### config.mk
export PLATFORM = sky130hd
export DESIGN_NAME = sfw_top
export DESIGN_NICKNAME = d
export VERILOG_FILES = /design/src/sfw_top.v /design/src/sfw_sync3.v /design/src/sfw_timer.v
export VERILOG_INCLUDE_DIRS = /design/src
export SDC_FILE = /design/constraint.sdc
export NUM_CORES = 1
export LEC_CHECK = 0
export BUFFER_PORTS_ARGS = -buffer_cell sky130_fd_sc_hd__buf_2
export CAP_MARGIN = 25
export CELL_PAD_IN_SITES_DETAIL_PLACEMENT = 0
export CELL_PAD_IN_SITES_GLOBAL_PLACEMENT = 1
export CORE_MARGIN = 4
export CORE_UTILIZATION = 50
export CTS_CLUSTER_SIZE = 10
export DETAILED_ROUTE_END_ITERATION = 6
export PLACE_DENSITY_LB_ADDON = 0.1
export SLEW_MARGIN = 20
export SYNTH_ARGS = -nofsm -noshare
export SYNTH_HDL_FRONTEND = slang
export SYNTH_SLANG_ARGS = --single-unit
### constraint.sdc
create_clock -name clock -period 4.05 [get_ports clock]
set_input_delay 0.2025 -clock clock [delete_from_list [all_inputs] [get_ports clock]]
set_output_delay 0.2025 -clock clock [all_outputs]
set_load 0.05 [all_outputs]
### src/sfw_regs.vh
`ifndef SFW_REGS_VH
`define SFW_REGS_VH

// Command opcodes
`define SFW_OP_SMALL_WIPE    8'h20
`define SFW_OP_MID_WIPE      8'h52
`define SFW_OP_LARGE_WIPE    8'hD8
`define SFW_OP_WHOLE_WIPE_A  8'hC7
`define SFW_OP_WHOLE_WIPE_B  8'h60
`define SFW_OP_DEEP_SLEEP    8'hB9
`define SFW_OP_WAKE_AND_ID   8'hAB
`define SFW_OP_WRITE_UNLOCK  8'h06
`define SFW_OP_WRITE_LOCK    8'h04
`define SFW_OP_QUAD_ENTER    8'h38
`define SFW_OP_OTP_ENTER     8'h3A
`define SFW_OP_SOFT_RESET    8'h99

// Frame lengths in serial bits
`define SFW_BITS_OPCODE      6'h08
`define SFW_BITS_ADDRESSED   6'h20
`define SFW_BITS_SATURATE    6'h28

// Wipe unit kinds
`define SFW_KIND_SMALL       2'h0
`define SFW_KIND_MID         2'h1
`define SFW_KIND_LARGE       2'h2
`define SFW_KIND_WHOLE       2'h3

// Unit alignment masks
`define SFW_MASK_SMALL       24'hFFF000
`define SFW_MASK_MID         24'hFF8000
`define SFW_MASK_LARGE       24'hFF0000
`define SFW_MASK_WHOLE       24'h000000

// Erased byte value
`define SFW_ERASED_BYTE      8'hFF

// Power states
`define SFW_PW_STANDBY       2'h0
`define SFW_PW_SLEEP_ENTER   2'h1
`define SFW_PW_SLEEP         2'h2
`define SFW_PW_WAKE          2'h3

// Clock rate and timing figures in microseconds
`define SFW_CLK_MHZ          25
`define SFW_SMALL_WIPE_US    1000
`define SFW_MID_WIPE_US      2000
`define SFW_LARGE_WIPE_US    3000
`define SFW_WHOLE_WIPE_US    10000
`define SFW_SLEEP_ENTRY_US   3
`define SFW_WAKE_US          3

`endif

### src/sfw_top.v
`include "sfw_regs.vh"
`default_nettype none

module sfw_top #(
  parameter CLK_MHZ        = `SFW_CLK_MHZ,
  parameter SMALL_WIPE_US  = `SFW_SMALL_WIPE_US,
  parameter MID_WIPE_US    = `SFW_MID_WIPE_US,
  parameter LARGE_WIPE_US  = `SFW_LARGE_WIPE_US,
  parameter WHOLE_WIPE_US  = `SFW_WHOLE_WIPE_US,
  parameter SLEEP_ENTRY_US = `SFW_SLEEP_ENTRY_US,
  parameter WAKE_US        = `SFW_WAKE_US
) (
  // Clock and reset
  input  wire        clock,
  input  wire        rst_b,
  // Serial link pins
  input  wire        spi_sclk,
  input  wire        spi_cs_b,
  input  wire [3:0]  spi_dq_in,
  // Protection and surrounding state
  input  wire [3:0]  protect_range_bits,
  input  wire        extra_lock_flag,
  input  wire        protect_query_hit,
  input  wire        write_suspended,
  input  wire        ext_cycle_busy,
  // Protection query
  output wire [23:0] protect_query_addr,
  // Wipe request to the array
  output wire        wipe_start,
  output wire [1:0]  wipe_kind,
  output wire [23:0] wipe_base_addr,
  output wire [7:0]  wipe_fill_byte,
  output wire        wipe_done,
  // Status
  output wire        cycle_active_flag,
  output wire        write_unlock_latch,
  output wire        quad_command_mode,
  output wire        otp_mode,
  output wire        deep_sleep,
  output wire        standby,
  output wire        cmd_dropped
);

  // Cycle counts from times
  localparam [31:0] SMALL_CYC = SMALL_WIPE_US * CLK_MHZ;
  localparam [31:0] MID_CYC   = MID_WIPE_US * CLK_MHZ;
  localparam [31:0] LARGE_CYC = LARGE_WIPE_US * CLK_MHZ;
  localparam [31:0] WHOLE_CYC = WHOLE_WIPE_US * CLK_MHZ;
  localparam [31:0] SLEEP_CYC = SLEEP_ENTRY_US * CLK_MHZ;
  localparam [31:0] WAKE_CYC  = WAKE_US * CLK_MHZ;

  wire [5:0]  pins_s;
  wire        sclk_s;
  wire        cs_b_s;
  wire [3:0]  dq_s;
  reg         sclk_prev_reg;
  reg         cs_b_prev_reg;
  reg  [31:0] shift_reg;
  reg  [31:0] shift_next;
  reg  [5:0]  bit_cnt_reg;
  reg  [5:0]  bit_cnt_next;
  reg  [7:0]  opcode_reg;
  reg         unlock_reg;
  reg         quad_reg;
  reg         otp_reg;
  reg  [1:0]  power_reg;
  reg  [1:0]  power_next;
  reg         wipe_start_reg;
  reg  [1:0]  wipe_kind_reg;
  reg  [23:0] wipe_base_reg;
  reg         dropped_reg;
  reg         standby_reg;
  reg         wipe_go;
  reg  [1:0]  go_kind;
  reg  [31:0] wipe_load;
  reg         sleep_go;
  reg         wake_go;
  reg         do_unlock;
  reg         do_lock;
  reg         do_quad;
  reg         do_otp;
  reg         do_reset;
  reg         do_drop;
  reg  [23:0] unit_mask;
  wire        wipe_busy;
  wire        pw_busy;
  wire        pw_done;
  wire        sclk_rise;
  wire        cs_rise;
  wire        cs_fall;
  wire        busy_any;
  wire        asleep;
  wire        frame_op;
  wire        frame_addr;
  wire [23:0] addr_w;
  wire [31:0] pw_load;

  // Pin synchroniser
  sfw_sync3 #(
    .W(6)
  ) u_sync (
    .clock    (clock),
    .rst_b    (rst_b),
    .async_in ({spi_sclk, spi_cs_b, spi_dq_in}),
    .sync_out (pins_s)
  );

  assign sclk_s = pins_s[5];
  assign cs_b_s = pins_s[4];
  assign dq_s   = pins_s[3:0];

  // Edge detection on filtered pins
  always @(posedge clock or negedge rst_b) begin
    if (!rst_b) begin
      sclk_prev_reg <= 1'b1;
      cs_b_prev_reg <= 1'b1;
    end else begin
      sclk_prev_reg <= sclk_s;
      cs_b_prev_reg <= cs_b_s;
    end
  end

  assign sclk_rise = sclk_s & ~sclk_prev_reg;
  assign cs_rise   = cs_b_s & ~cs_b_prev_reg;
  assign cs_fall   = ~cs_b_s & cs_b_prev_reg;

  // Bit shifting, one or four bits per rising clock edge
  always @* begin
    shift_next   = shift_reg;
    bit_cnt_next = bit_cnt_reg;
    if (cs_fall) begin
      bit_cnt_next = 6'h00;
    end else if (sclk_rise && !cs_b_s) begin
      if (quad_reg) begin
        shift_next = {shift_reg[27:0], dq_s};
        if (bit_cnt_reg < `SFW_BITS_SATURATE) begin
          bit_cnt_next = bit_cnt_reg + 6'h04;
        end
      end else begin
        shift_next = {shift_reg[30:0], dq_s[0]};
        if (bit_cnt_reg < `SFW_BITS_SATURATE) begin
          bit_cnt_next = bit_cnt_reg + 6'h01;
        end
      end
    end
  end

  // Shift state and opcode capture
  always @(posedge clock or negedge rst_b) begin
    if (!rst_b) begin
      shift_reg   <= 32'h00000000;
      bit_cnt_reg <= 6'h00;
      opcode_reg  <= 8'h00;
    end else begin
      shift_reg   <= shift_next;
      bit_cnt_reg <= bit_cnt_next;
      if (bit_cnt_next == `SFW_BITS_OPCODE && bit_cnt_reg != `SFW_BITS_OPCODE) begin
        opcode_reg <= shift_next[7:0];
      end
    end
  end

  // Frame length is counted only while select stays low
  assign frame_op   = (bit_cnt_reg == `SFW_BITS_OPCODE);
  assign frame_addr = (bit_cnt_reg == `SFW_BITS_ADDRESSED);
  assign addr_w     = shift_reg[23:0];
  assign busy_any   = wipe_busy | ext_cycle_busy;
  assign asleep     = (power_reg != `SFW_PW_STANDBY);
  assign protect_query_addr = addr_w;

  // Command decode at the rise of chip select
  always @* begin
    wipe_go   = 1'b0;
    go_kind   = `SFW_KIND_SMALL;
    sleep_go  = 1'b0;
    wake_go   = 1'b0;
    do_unlock = 1'b0;
    do_lock   = 1'b0;
    do_quad   = 1'b0;
    do_otp    = 1'b0;
    do_reset  = 1'b0;
    do_drop   = 1'b0;
    if (cs_rise) begin
      if (asleep) begin
        // Only wake and soft reset while asleep
        if (frame_op && opcode_reg == `SFW_OP_SOFT_RESET) begin
          do_reset = 1'b1;
        end else if (frame_op && opcode_reg == `SFW_OP_WAKE_AND_ID &&
                     power_reg == `SFW_PW_SLEEP) begin
          wake_go = 1'b1;
        end else begin
          do_drop = 1'b1;
        end
      end else if (busy_any) begin
        // Sleep and every other command refused mid-cycle
        do_drop = 1'b1;
      end else begin
        case (opcode_reg)
          `SFW_OP_SMALL_WIPE, `SFW_OP_MID_WIPE, `SFW_OP_LARGE_WIPE: begin
            if (opcode_reg == `SFW_OP_SMALL_WIPE) begin
              go_kind = `SFW_KIND_SMALL;
            end else if (opcode_reg == `SFW_OP_MID_WIPE) begin
              go_kind = `SFW_KIND_MID;
            end else begin
              go_kind = `SFW_KIND_LARGE;
            end
            if (frame_addr && unlock_reg && !protect_query_hit &&
                (!otp_reg || go_kind == `SFW_KIND_SMALL)) begin
              wipe_go = 1'b1;
            end else begin
              do_drop = 1'b1;
            end
          end
          `SFW_OP_WHOLE_WIPE_A, `SFW_OP_WHOLE_WIPE_B: begin
            go_kind = `SFW_KIND_WHOLE;
            // Eight bits only, nothing locked, no suspend
            if (frame_op && unlock_reg && protect_range_bits == 4'h0 &&
                !extra_lock_flag && !write_suspended && !otp_reg) begin
              wipe_go = 1'b1;
            end else begin
              do_drop = 1'b1;
            end
          end
          `SFW_OP_DEEP_SLEEP: begin
            // Sleep entry only through this opcode
            if (frame_op) begin
              sleep_go = 1'b1;
            end else begin
              do_drop = 1'b1;
            end
          end
          `SFW_OP_WRITE_UNLOCK: begin
            do_unlock = frame_op;
            do_drop   = !frame_op;
          end
          `SFW_OP_WRITE_LOCK: begin
            do_lock = frame_op;
            do_drop = !frame_op;
          end
          `SFW_OP_QUAD_ENTER: begin
            do_quad = frame_op;
            do_drop = !frame_op;
          end
          `SFW_OP_OTP_ENTER: begin
            do_otp  = frame_op;
            do_drop = !frame_op;
          end
          `SFW_OP_SOFT_RESET: begin
            do_reset = frame_op;
            do_drop  = !frame_op;
          end
          default: begin
            do_drop = 1'b0;
          end
        endcase
      end
    end
  end

  // Unit size and duration by kind
  always @* begin
    case (go_kind)
      `SFW_KIND_SMALL: begin
        unit_mask = `SFW_MASK_SMALL;
        wipe_load = SMALL_CYC;
      end
      `SFW_KIND_MID: begin
        unit_mask = `SFW_MASK_MID;
        wipe_load = MID_CYC;
      end
      `SFW_KIND_LARGE: begin
        unit_mask = `SFW_MASK_LARGE;
        wipe_load = LARGE_CYC;
      end
      default: begin
        unit_mask = `SFW_MASK_WHOLE;
        wipe_load = WHOLE_CYC;
      end
    endcase
  end

  // Self-timed wipe cycle from select rise
  sfw_timer #(
    .W(32)
  ) u_wipe_timer (
    .clock      (clock),
    .rst_b      (rst_b),
    .start      (wipe_go),
    .load_value (wipe_load),
    .busy       (wipe_busy),
    .done       (wipe_done)
  );

  assign pw_load = sleep_go ? SLEEP_CYC : WAKE_CYC;

  // Sleep entry and wake delays
  sfw_timer #(
    .W(32)
  ) u_power_timer (
    .clock      (clock),
    .rst_b      (rst_b),
    .start      (sleep_go | wake_go),
    .load_value (pw_load),
    .busy       (pw_busy),
    .done       (pw_done)
  );

  // Power state machine
  always @* begin
    power_next = power_reg;
    case (power_reg)
      `SFW_PW_STANDBY: begin
        if (sleep_go) begin
          power_next = `SFW_PW_SLEEP_ENTER;
        end
      end
      `SFW_PW_SLEEP_ENTER: begin
        if (do_reset) begin
          power_next = `SFW_PW_STANDBY;
        end else if (pw_done) begin
          power_next = `SFW_PW_SLEEP;
        end
      end
      `SFW_PW_SLEEP: begin
        if (do_reset) begin
          power_next = `SFW_PW_STANDBY;
        end else if (wake_go) begin
          power_next = `SFW_PW_WAKE;
        end
      end
      `SFW_PW_WAKE: begin
        // Commands accepted once wake delay ends
        if (do_reset || pw_done) begin
          power_next = `SFW_PW_STANDBY;
        end
      end
      default: begin
        power_next = `SFW_PW_STANDBY;
      end
    endcase
  end

  // Mode flags, latch and wipe request registers
  always @(posedge clock or negedge rst_b) begin
    if (!rst_b) begin
      power_reg      <= `SFW_PW_STANDBY;
      unlock_reg     <= 1'b0;
      quad_reg       <= 1'b0;
      otp_reg        <= 1'b0;
      wipe_start_reg <= 1'b0;
      wipe_kind_reg  <= `SFW_KIND_SMALL;
      wipe_base_reg  <= 24'h000000;
      dropped_reg    <= 1'b0;
      standby_reg    <= 1'b1;
    end else begin
      power_reg      <= power_next;
      wipe_start_reg <= wipe_go;
      dropped_reg    <= do_drop;
      if (wipe_go) begin
        wipe_kind_reg <= go_kind;
        wipe_base_reg <= addr_w & unit_mask;
      end
      // Latch clears as the wipe starts
      if (wipe_go || do_lock || do_reset) begin
        unlock_reg <= 1'b0;
      end
      if (do_unlock) begin
        unlock_reg <= 1'b1;
      end
      if (do_quad) begin
        quad_reg <= 1'b1;
      end else if (do_reset) begin
        quad_reg <= 1'b0;
      end
      if (do_otp) begin
        otp_reg <= 1'b1;
      end else if (do_lock || do_reset) begin
        otp_reg <= 1'b0;
      end
      standby_reg <= (power_next == `SFW_PW_STANDBY) && cs_b_s &&
                     !wipe_go && !wipe_busy && !ext_cycle_busy;
    end
  end

  assign wipe_fill_byte     = `SFW_ERASED_BYTE;
  assign wipe_start         = wipe_start_reg;
  assign wipe_kind          = wipe_kind_reg;
  assign wipe_base_addr     = wipe_base_reg;
  assign cycle_active_flag  = wipe_busy;
  assign write_unlock_latch = unlock_reg;
  assign quad_command_mode  = quad_reg;
  assign otp_mode           = otp_reg;
  assign deep_sleep         = (power_reg == `SFW_PW_SLEEP);
  assign standby            = standby_reg;
  assign cmd_dropped        = dropped_reg;

endmodule

`default_nettype wire

### src/sfw_sync3.v
`default_nettype none

module sfw_sync3 #(
  parameter W = 6
) (
  // Clock and reset
  input  wire         clock,
  input  wire         rst_b,
  // Asynchronous inputs and filtered result
  input  wire [W-1:0] async_in,
  output wire [W-1:0] sync_out
);

  genvar gi;

  // Three stages per bit, output moves when stages two and three agree
  generate
    for (gi = 0; gi < W; gi = gi + 1) begin : g_bit
      reg s1_reg;
      reg s2_reg;
      reg s3_reg;
      reg out_reg;
      always @(posedge clock or negedge rst_b) begin
        if (!rst_b) begin
          s1_reg  <= 1'b1;
          s2_reg  <= 1'b1;
          s3_reg  <= 1'b1;
          out_reg <= 1'b1;
        end else begin
          s1_reg <= async_in[gi];
          s2_reg <= s1_reg;
          s3_reg <= s2_reg;
          if (s2_reg == s3_reg) begin
            out_reg <= s3_reg;
          end
        end
      end
      assign sync_out[gi] = out_reg;
    end
  endgenerate

endmodule

`default_nettype wire

### src/sfw_timer.v
`default_nettype none

module sfw_timer #(
  parameter W = 32
) (
  // Clock and reset
  input  wire         clock,
  input  wire         rst_b,
  // Start with a cycle count
  input  wire         start,
  input  wire [W-1:0] load_value,
  // Status
  output wire         busy,
  output wire         done
);

  reg [W-1:0] cnt_reg;
  reg         busy_reg;
  reg         done_reg;

  // Busy for exactly load_value cycles, then one done pulse
  always @(posedge clock or negedge rst_b) begin
    if (!rst_b) begin
      cnt_reg  <= {W{1'b0}};
      busy_reg <= 1'b0;
      done_reg <= 1'b0;
    end else begin
      done_reg <= 1'b0;
      if (start) begin
        cnt_reg  <= load_value - {{(W-1){1'b0}}, 1'b1};
        busy_reg <= 1'b1;
      end else if (busy_reg) begin
        if (cnt_reg == {W{1'b0}}) begin
          busy_reg <= 1'b0;
          done_reg <= 1'b1;
        end else begin
          cnt_reg <= cnt_reg - {{(W-1){1'b0}}, 1'b1};
        end
      end
    end
  end

  assign busy = busy_reg;
  assign done = done_reg;

endmodule

`default_nettype wire

==> results of run 1 <==
worst max-delay path by stage:
stage / start / end / slack (ns)
2_1_floorplan: u_wipe_timer.busy / u_wipe_timer.cnt_reg[8] / 1.12
3_3_place_gp: opcode_reg[5] / u_wipe_timer.cnt_reg[8] / 1.15
3_5_place_dp: u_wipe_timer.busy / u_wipe_timer.cnt_reg[8] / 0.96
4_1_cts: u_wipe_timer.busy / u_wipe_timer.cnt_reg[8] / 0.93
5_1_grt: u_wipe_timer.busy / u_wipe_timer.cnt_reg[8] / 0.58
6_report: u_wipe_timer.busy / u_wipe_timer.cnt_reg[8] / 0.94
layer usage:
metal / global-route usage [%] / wire [um]
met4: 4.56 / 142
met3: 4.68 / 609
met2: 31.4 / 7820
met1: 25.8 / 7710
met5: 0 / 0
critical path: stages (launching register included):
cell and delay [ns]:
dfrtp_1 0.51, nor4_1 0.49, and2_0 0.42, o21ai_0 0.34, ha_1 0.41, nand2_1 0.06
a211oi_1 0.28, xnor2_1 0.13, a221oi_2 0.28, a21oi_1 0.06
cell families after synthesis:
kind of cell,synth area share (%)
AOI/OAI and AO/OA,9.97
xor gates and xnor gates,5.60
and+or+nand+nor,22.3
buffers and inverters,4.58
DFF,49.7
adders and majority gates,3.01
muxes,4.75
other,0.0960
cell usage in the layout, fill, tap and decap left out, drive strengths merged, types with 8 or more instances in the layout:
cell type  instances
nand2             69
mux2i             27
nor3              25
nor2             100
xor2              22
dfrtp            127
nor2b              8
ha                14
nand4              8
or4               10
nor4              26
or3                8
nand4b             8
conb              20
xnor2             28
clkinv             8
dfstp             27
clkbuf            20
mux2               9
nand3             28
a21oi             49
o21ai             30
inv               23
buf               69
synthesized netlist by cell type (3+ instances only):
library cell	n	area [sq um]
xnor2_1	28	245
o31ai_1	4	30.0
nor3_1	24	120
and3_1	4	25.0
nor4b_1	4	35.0
nand3_1	28	140
nand2b_1	4	25.0
nor4_1	23	144
dfrtp_1	127	3180
or4_1	7	52.6
o21a_1	3	22.5
mux2i_1	27	270
buf_4	21	158
inv_1	19	71.3
o21ai_0	27	135
nor4bb_1	3	30.0
or3_1	8	50.1
a21oi_1	48	240
nand2_1	69	259
nor2_1	100	375
dfstp_2	27	709
clkbuf_1	8	30.0
mux2_2	9	101
xor2_1	22	193
nor2b_1	8	50.1
or4_4	3	33.8
o211ai_1	7	52.6
maj3_1	6	60.1
nand4b_1	8	70.1
ha_1	14	175
nand4_1	7	43.8
nand3b_1	4	30.0
nor4_2	3	37.5
nor3b_1	3	22.5
nor4b_2	3	45.0
buf_2	13	65.1
report_power, final:
| part | switching (mW) | leakage [nW] | internal, mW |
|---|---|---|---|
| combinational | 0.606 | 1.61 | 0.201 |
| sequential | 0.147 | 1.80 | 1.68 |
| clock | 0.638 | 0.271 | 0.824 |
area by class of cell:
| class | count | area [sq um] |
|---|---|---|
| Tap cell | 211 | 264 |
| Timing Repair Buffer | 76 | 452 |
| Sequential cell | 154 | 3890 |
| Multi-Input combinational cell | 577 | 3640 |
| Fill cell | 1348 | 6390 |
| Clock buffer | 20 | 458 |
| Inverter | 20 | 75.1 |
| Clock inverter | 12 | 87.6 |
what timing repair did:
action,CTS,global route
endpoints found under the hold margin,77,0
setup endpoints to repair,0,0
hold buffers,7,0
metrics by stage:
stage | hold slack [ns] | total power [mW] | area, sq um | util, % | setup slack, ns
2_1_floorplan | -0.0931 | 2.44 | 7890 | - | 1.12
3_3_place_gp | 0.261 | 2.65 | 8250 | 54.1 | 1.15
3_5_place_dp | 0.263 | 2.66 | 8250 | 54.1 | 0.958
4_1_cts | 0.110 | 4.14 | 8870 | 58.1 | 0.928
5_1_grt | 0.123 | 4.28 | 8870 | 58.1 | 0.584
6_report | 0.102 | 4.10 | 8870 | 58.1 | 0.936
==> results.py, run 1 <==
metrics = {
    "floorplan": {
        "die_h_um": 133,
        "top_level_ports": 83,
        "fp.dieArea_sq_um": 17700,
        "fp.dieW_um": 133,
        "rows": 45,
        "core_area_sq_um": 15300,
        "initial_utilization_pct": 51.3,
    },
    "min_path": {
        "worstHoldPathType": "input port to flip-flop",
        "worstHoldEndpoint": "standby",
        "min_delay_path_depth": 4,
        "worstHoldStart": "ext_cycle_busy",
    },
    "power_and_ir_drop": {
        "ir_drop_mv": 0.324,
        "powerDensity_nw_per_um2": 462,
        "power_leakage_nw": 3.68,
    },
    "worst_setup_path": {
        "r2r_cells": 9,
        "crit_type": "flip-flop to flip-flop",
        "r2r_setup_slack_ns": 0.94,
        "worstPathArrival_ns": 3.39,
        "required_ns": 4.33,
        "endpoint_kind": "flip-flop",
        "rr_startpoint": "u_wipe_timer.busy",
        "worstSetupStartpointType": "flip-flop",
        "r2r-end": "u_wipe_timer.cnt_reg[8]",
        "crit_fanout": 11,
    },
    "clocking": {
        "clk_path_buf_depth": 2,
        "cts_buffers": 17,
        "ctsRootBufferMaster": "clkbuf_16",
        "cts_num_sinks": 154,
        "cts.clk_slew.worst_paths_ns": 0.06,
        "postCtsResizedCells": 0,
        "htreeDepth": 4,
        "clk_latency_ns": 0.42,
        "tritoncts": "built",
        "cts_setup_buffers": 0,
    },
    "routing": {
        "drtIter0Drc": 270,
        "vias": 5852,
        "post_drt_wl_per_cell_um": 15.2,
        "avgViaCountPerCell": 5.47,
        "postRouteAntennaNets": 0,
        "wl_um": 16300,
        "drc": 0,
        "drtPass1Iterations": 5,
    },
    "placement": {
        "dpl.cell_count": 1031,
        "place.gp.congestion": 0.897,
        "io_buffers": 62,
        "dp_hpwl_um": 11400,
    },
    "sta": {
        "slew_viol_final": 0,
        "maxSlewHeadroom_pct": 43.4,
        "post-route-period-util_pct": 76.9,
        "grt_setup_unrepaired": "no",
        "tightest_slew_ns": 0.847,
        "layout_min_cycle_time_ns": 3.11,
        "tns_ns": 0,
        "finalSetupViolations": 0,
        "max_freq_mhz": 321,
        "fin_skew_ns": 0.0105,
        "hold_viol": 0,
    },
    "finish": {
        "antenna_cells": 0,
        "layout.nets": 876,
        "final_cells": 1070,
        "layout-drive-gt1-share_pct": 19.0,
        "syn_to_final_growth_pct": 13.4,
    },
    "synthesis": {
        "synthesis.area_sq_um": 7820,
        "syn_area_per_cell_sq_um": 10.0,
        "synth-edff-count": 0,
        "yosysSeqAreaShare_pct": 49.7,
        "yosysUniqueCellTypes": 76,
        "synth_cells": 779,
        "ys.flop_type": "dfrtp_1",
        "yosys_warnings": 0,
        "synthArstFlopShare_pct": 100,
        "ys_ff_latch": 154,
    },
    "run": {
        "cap_violations": 0,
    },
    "grt": {
        "grt_first_pass_wirelength_um": 28000,
        "grt_overflow": 0,
        "antenna_found_initial": 0,
        "grt_max_degree": 83,
        "track_usage_pct": 19.2,
        "grt_pass1_vias": 5806,
    },
    "run_status": {
        "status": "finished, final reports clean",
    },
}
(Power assumes the default switching activity.)
==> run 2: changes to the inputs <==
CORE_UTILIZATION = 42   (was 50)
clock period = 2.8 ns   (was 4.05 ns; I/O delays follow)
==> results.py, run 2 (synthesis results as in run 1) <==
metrics = {
    "power_and_ir_drop": {
        "p_sw_mw": 2.14,
        "p_total_mw": 6.05,
        "power_leakage_nw": 3.81,
        "p_clk_share_pct": 36.9,
        "p_comb_share_pct": 19.4,
        "internal-power_mw": 3.91,
        "sw_frac_of_total_pct": 35.4,
        "ir_drop_mv": 0.397,
        "powerDensity_nw_per_um2": 662,
        "p_seq_share_pct": 43.7,
    },
    "grt": {
        "grt_max_degree": 68,
        "grt_first_pass_wirelength_um": 29500,
        "antenna_found_initial": 0,
        "busiest_layer": "met2",
        "grt_overflow": 0,
        "met1_usage_pct": 23.6,
        "met2_usage_pct": 28.6,
        "met3_usage_pct": 4.23,
        "grt_pass1_vias": 5918,
        "track_usage_pct": 17.6,
    },
    "sta": {
        "tightest_slew_ns": 0.758,
        "post-route-period-util_pct": 94.3,
        "layout_min_cycle_time_ns": 2.64,
        "fin_skew_ns": 0.0117,
        "max_freq_mhz": 379,
        "maxSlewHeadroom_pct": 49.5,
        "finalSetupViolations": 0,
        "grt_setup_unrepaired": "yes",
        "hold_viol": 0,
        "tns_ns": 0,
        "slew_viol_final": 0,
    },
    "clocking": {
        "cts_setup_buffers": 0,
        "cts_num_sinks": 154,
        "tritoncts": "built",
        "clk_path_buf_depth": 2,
        "htreeDepth": 4,
        "cts_buffers": 17,
        "clk_latency_ns": 0.43,
        "cts.clk_slew.worst_paths_ns": 0.07,
        "ctsRootBufferMaster": "clkbuf_16",
    },
    "worst_setup_path": {
        "rr_startpoint": "opcode_reg[5]",
        "path_buf_inv": 1,
        "crit_fanout": 4,
        "required_ns": 3.08,
        "endpoint_kind": "flip-flop",
        "cpLargestDelayFamily": "simple AND/OR/NAND/NOR gates",
        "startpoint": "opcode_reg[5]",
        "r2r-end": "u_wipe_timer.cnt_reg[8]",
        "r2r_setup_slack_ns": 0.16,
        "worstPathArrival_ns": 2.92,
        "cpPeakStageDelay_ns": 0.56,
        "cp_cell_sequence": "or4b_4 -> or2_4 -> nand2_2 -> o21ai_1 -> buf_4 -> ha_1 -> nand2_1 -> a211oi_2 -> xnor2_1 -> a221oi_2 -> a21oi_1",
        "r2r_cells": 11,
        "cp-endpoint": "u_wipe_timer.cnt_reg[8]",
        "crit_type": "flip-flop to flip-flop",
        "cp_slowest_cell": "or4b_4",
        "worstSetupStartpointType": "flip-flop",
        "crit_cells": 11,
    },
    "finish": {
        "final_common_cell": "dfrtp_1",
        "utilization_pct": 50.3,
        "antenna_cells": 0,
        "layout-drive-gt1-share_pct": 21.7,
        "syn_to_final_growth_pct": 16.8,
        "layout_common_cells": "127 x dfrtp_1, 100 x nor2_1, 68 x nand2_1",
        "layout.nets": 896,
    },
    "floorplan": {
        "core_area_sq_um": 18100,
        "rows": 49,
        "fp.dieArea_sq_um": 20900,
        "die_h_um": 144,
        "fp.dieW_um": 144,
        "initial_utilization_pct": 43.1,
        "top_level_ports": 83,
    },
    "routing": {
        "post_drt_wl_per_cell_um": 15.5,
        "drtIter0Drc": 373,
        "wl_um": 17200,
        "drtPass1Iterations": 5,
        "vias": 5830,
        "postRouteAntennaNets": 0,
        "avgViaCountPerCell": 5.26,
        "drc": 0,
    },
    "placement": {
        "place.gp.congestion": 0.855,
        "io_buffers": 62,
        "dp_hpwl_um": 12100,
    },
    "run_status": {
        "status": "finished, final reports clean",
    },
    "run": {
        "cap_violations": 0,
    },
    "min_path": {
        "worstHoldPathType": "input port to flip-flop",
    },
}
==> run 2: power groups by stage <==
stage	combinational, mW	clock, mW	sequential (mW)
floorplan	0.379	0	3.15
global placement	1.17	0	2.68
detailed placement	1.18	0	2.69
CTS	1.19	2.29	2.65
global route	1.27	2.39	2.68
finish	1.18	2.23	2.64
==> run 2: area by class of cell <==
cell class / count / area, sq um
Clock buffer: 17 / 425
Clock inverter: 15 / 148
Fill cell: 1700 / 9010
Inverter: 20 / 75.1
Multi-Input combinational cell: 577 / 3700
Sequential cell: 154 / 3890
Tap cell: 229 / 287
Timing Repair Buffer: 96 / 614
==> run 2: worst min path at each step <==
stage	start	endpoint	slack (ns)	cells past startpoint
2_1_floorplan	rst_b	bit_cnt_reg[0]	-0.16	0
3_3_place_gp	rst_b	wipe_base_addr[22]	0.15	1
3_5_place_dp	rst_b	wipe_base_addr[22]	0.16	1
4_1_cts	ext_cycle_busy	standby	0.05	4
5_1_grt	ext_cycle_busy	standby	0.05	4
6_report	ext_cycle_busy	standby	0.04	4
==> run 2: worst reg2reg max path, stage by stage (launching register included) <==
cell and delay [ns]:
dfrtp_1 0.39, or4b_4 0.56, or2_4 0.30, nand2_2 0.09, o21ai_1 0.10, buf_4 0.17, ha_1 0.23, nand2_1 0.10
a211oi_2 0.05, xnor2_1 0.16, a221oi_2 0.30, a21oi_1 0.06
==> run 2: per-stage QoR <==
| stage | hold slack [ns] | setup slack (ns) | instances | cell area [sq um] |
|---|---|---|---|---|
| 2_1_floorplan | -0.156 | 0.00839 | 797 | 7890 |
| 3_3_place_gp | 0.148 | 0.0643 | 1069 | 8440 |
| 3_5_place_dp | 0.157 | -0.0478 | 1069 | 8440 |
| 4_1_cts | 0.0469 | 0.00367 | 1108 | 9090 |
| 5_1_grt | 0.0507 | -0.00998 | 1108 | 9140 |
| 6_report | 0.0424 | 0.159 | 1108 | 9140 |
==> run 2: metal layers <==
layer | up-vias | part of all wire [%]
li1 | 2900 | -
met2 | 93 | 48
met1 | 2817 | 47
met3 | 20 | 3.3
met5 | - | 0
met4 | 0 | 1.4
==> run 2: what timing repair did <==
action | 4_1_cts | 5_1_grt
gates resized for setup | 1 | 9
endpoints found under the hold margin | 63 | 0
endpoints found under the setup margin | 1 | 10
hold buffers | 7 | 0
pin swaps | 0 | 1
cloned | 0 | 0
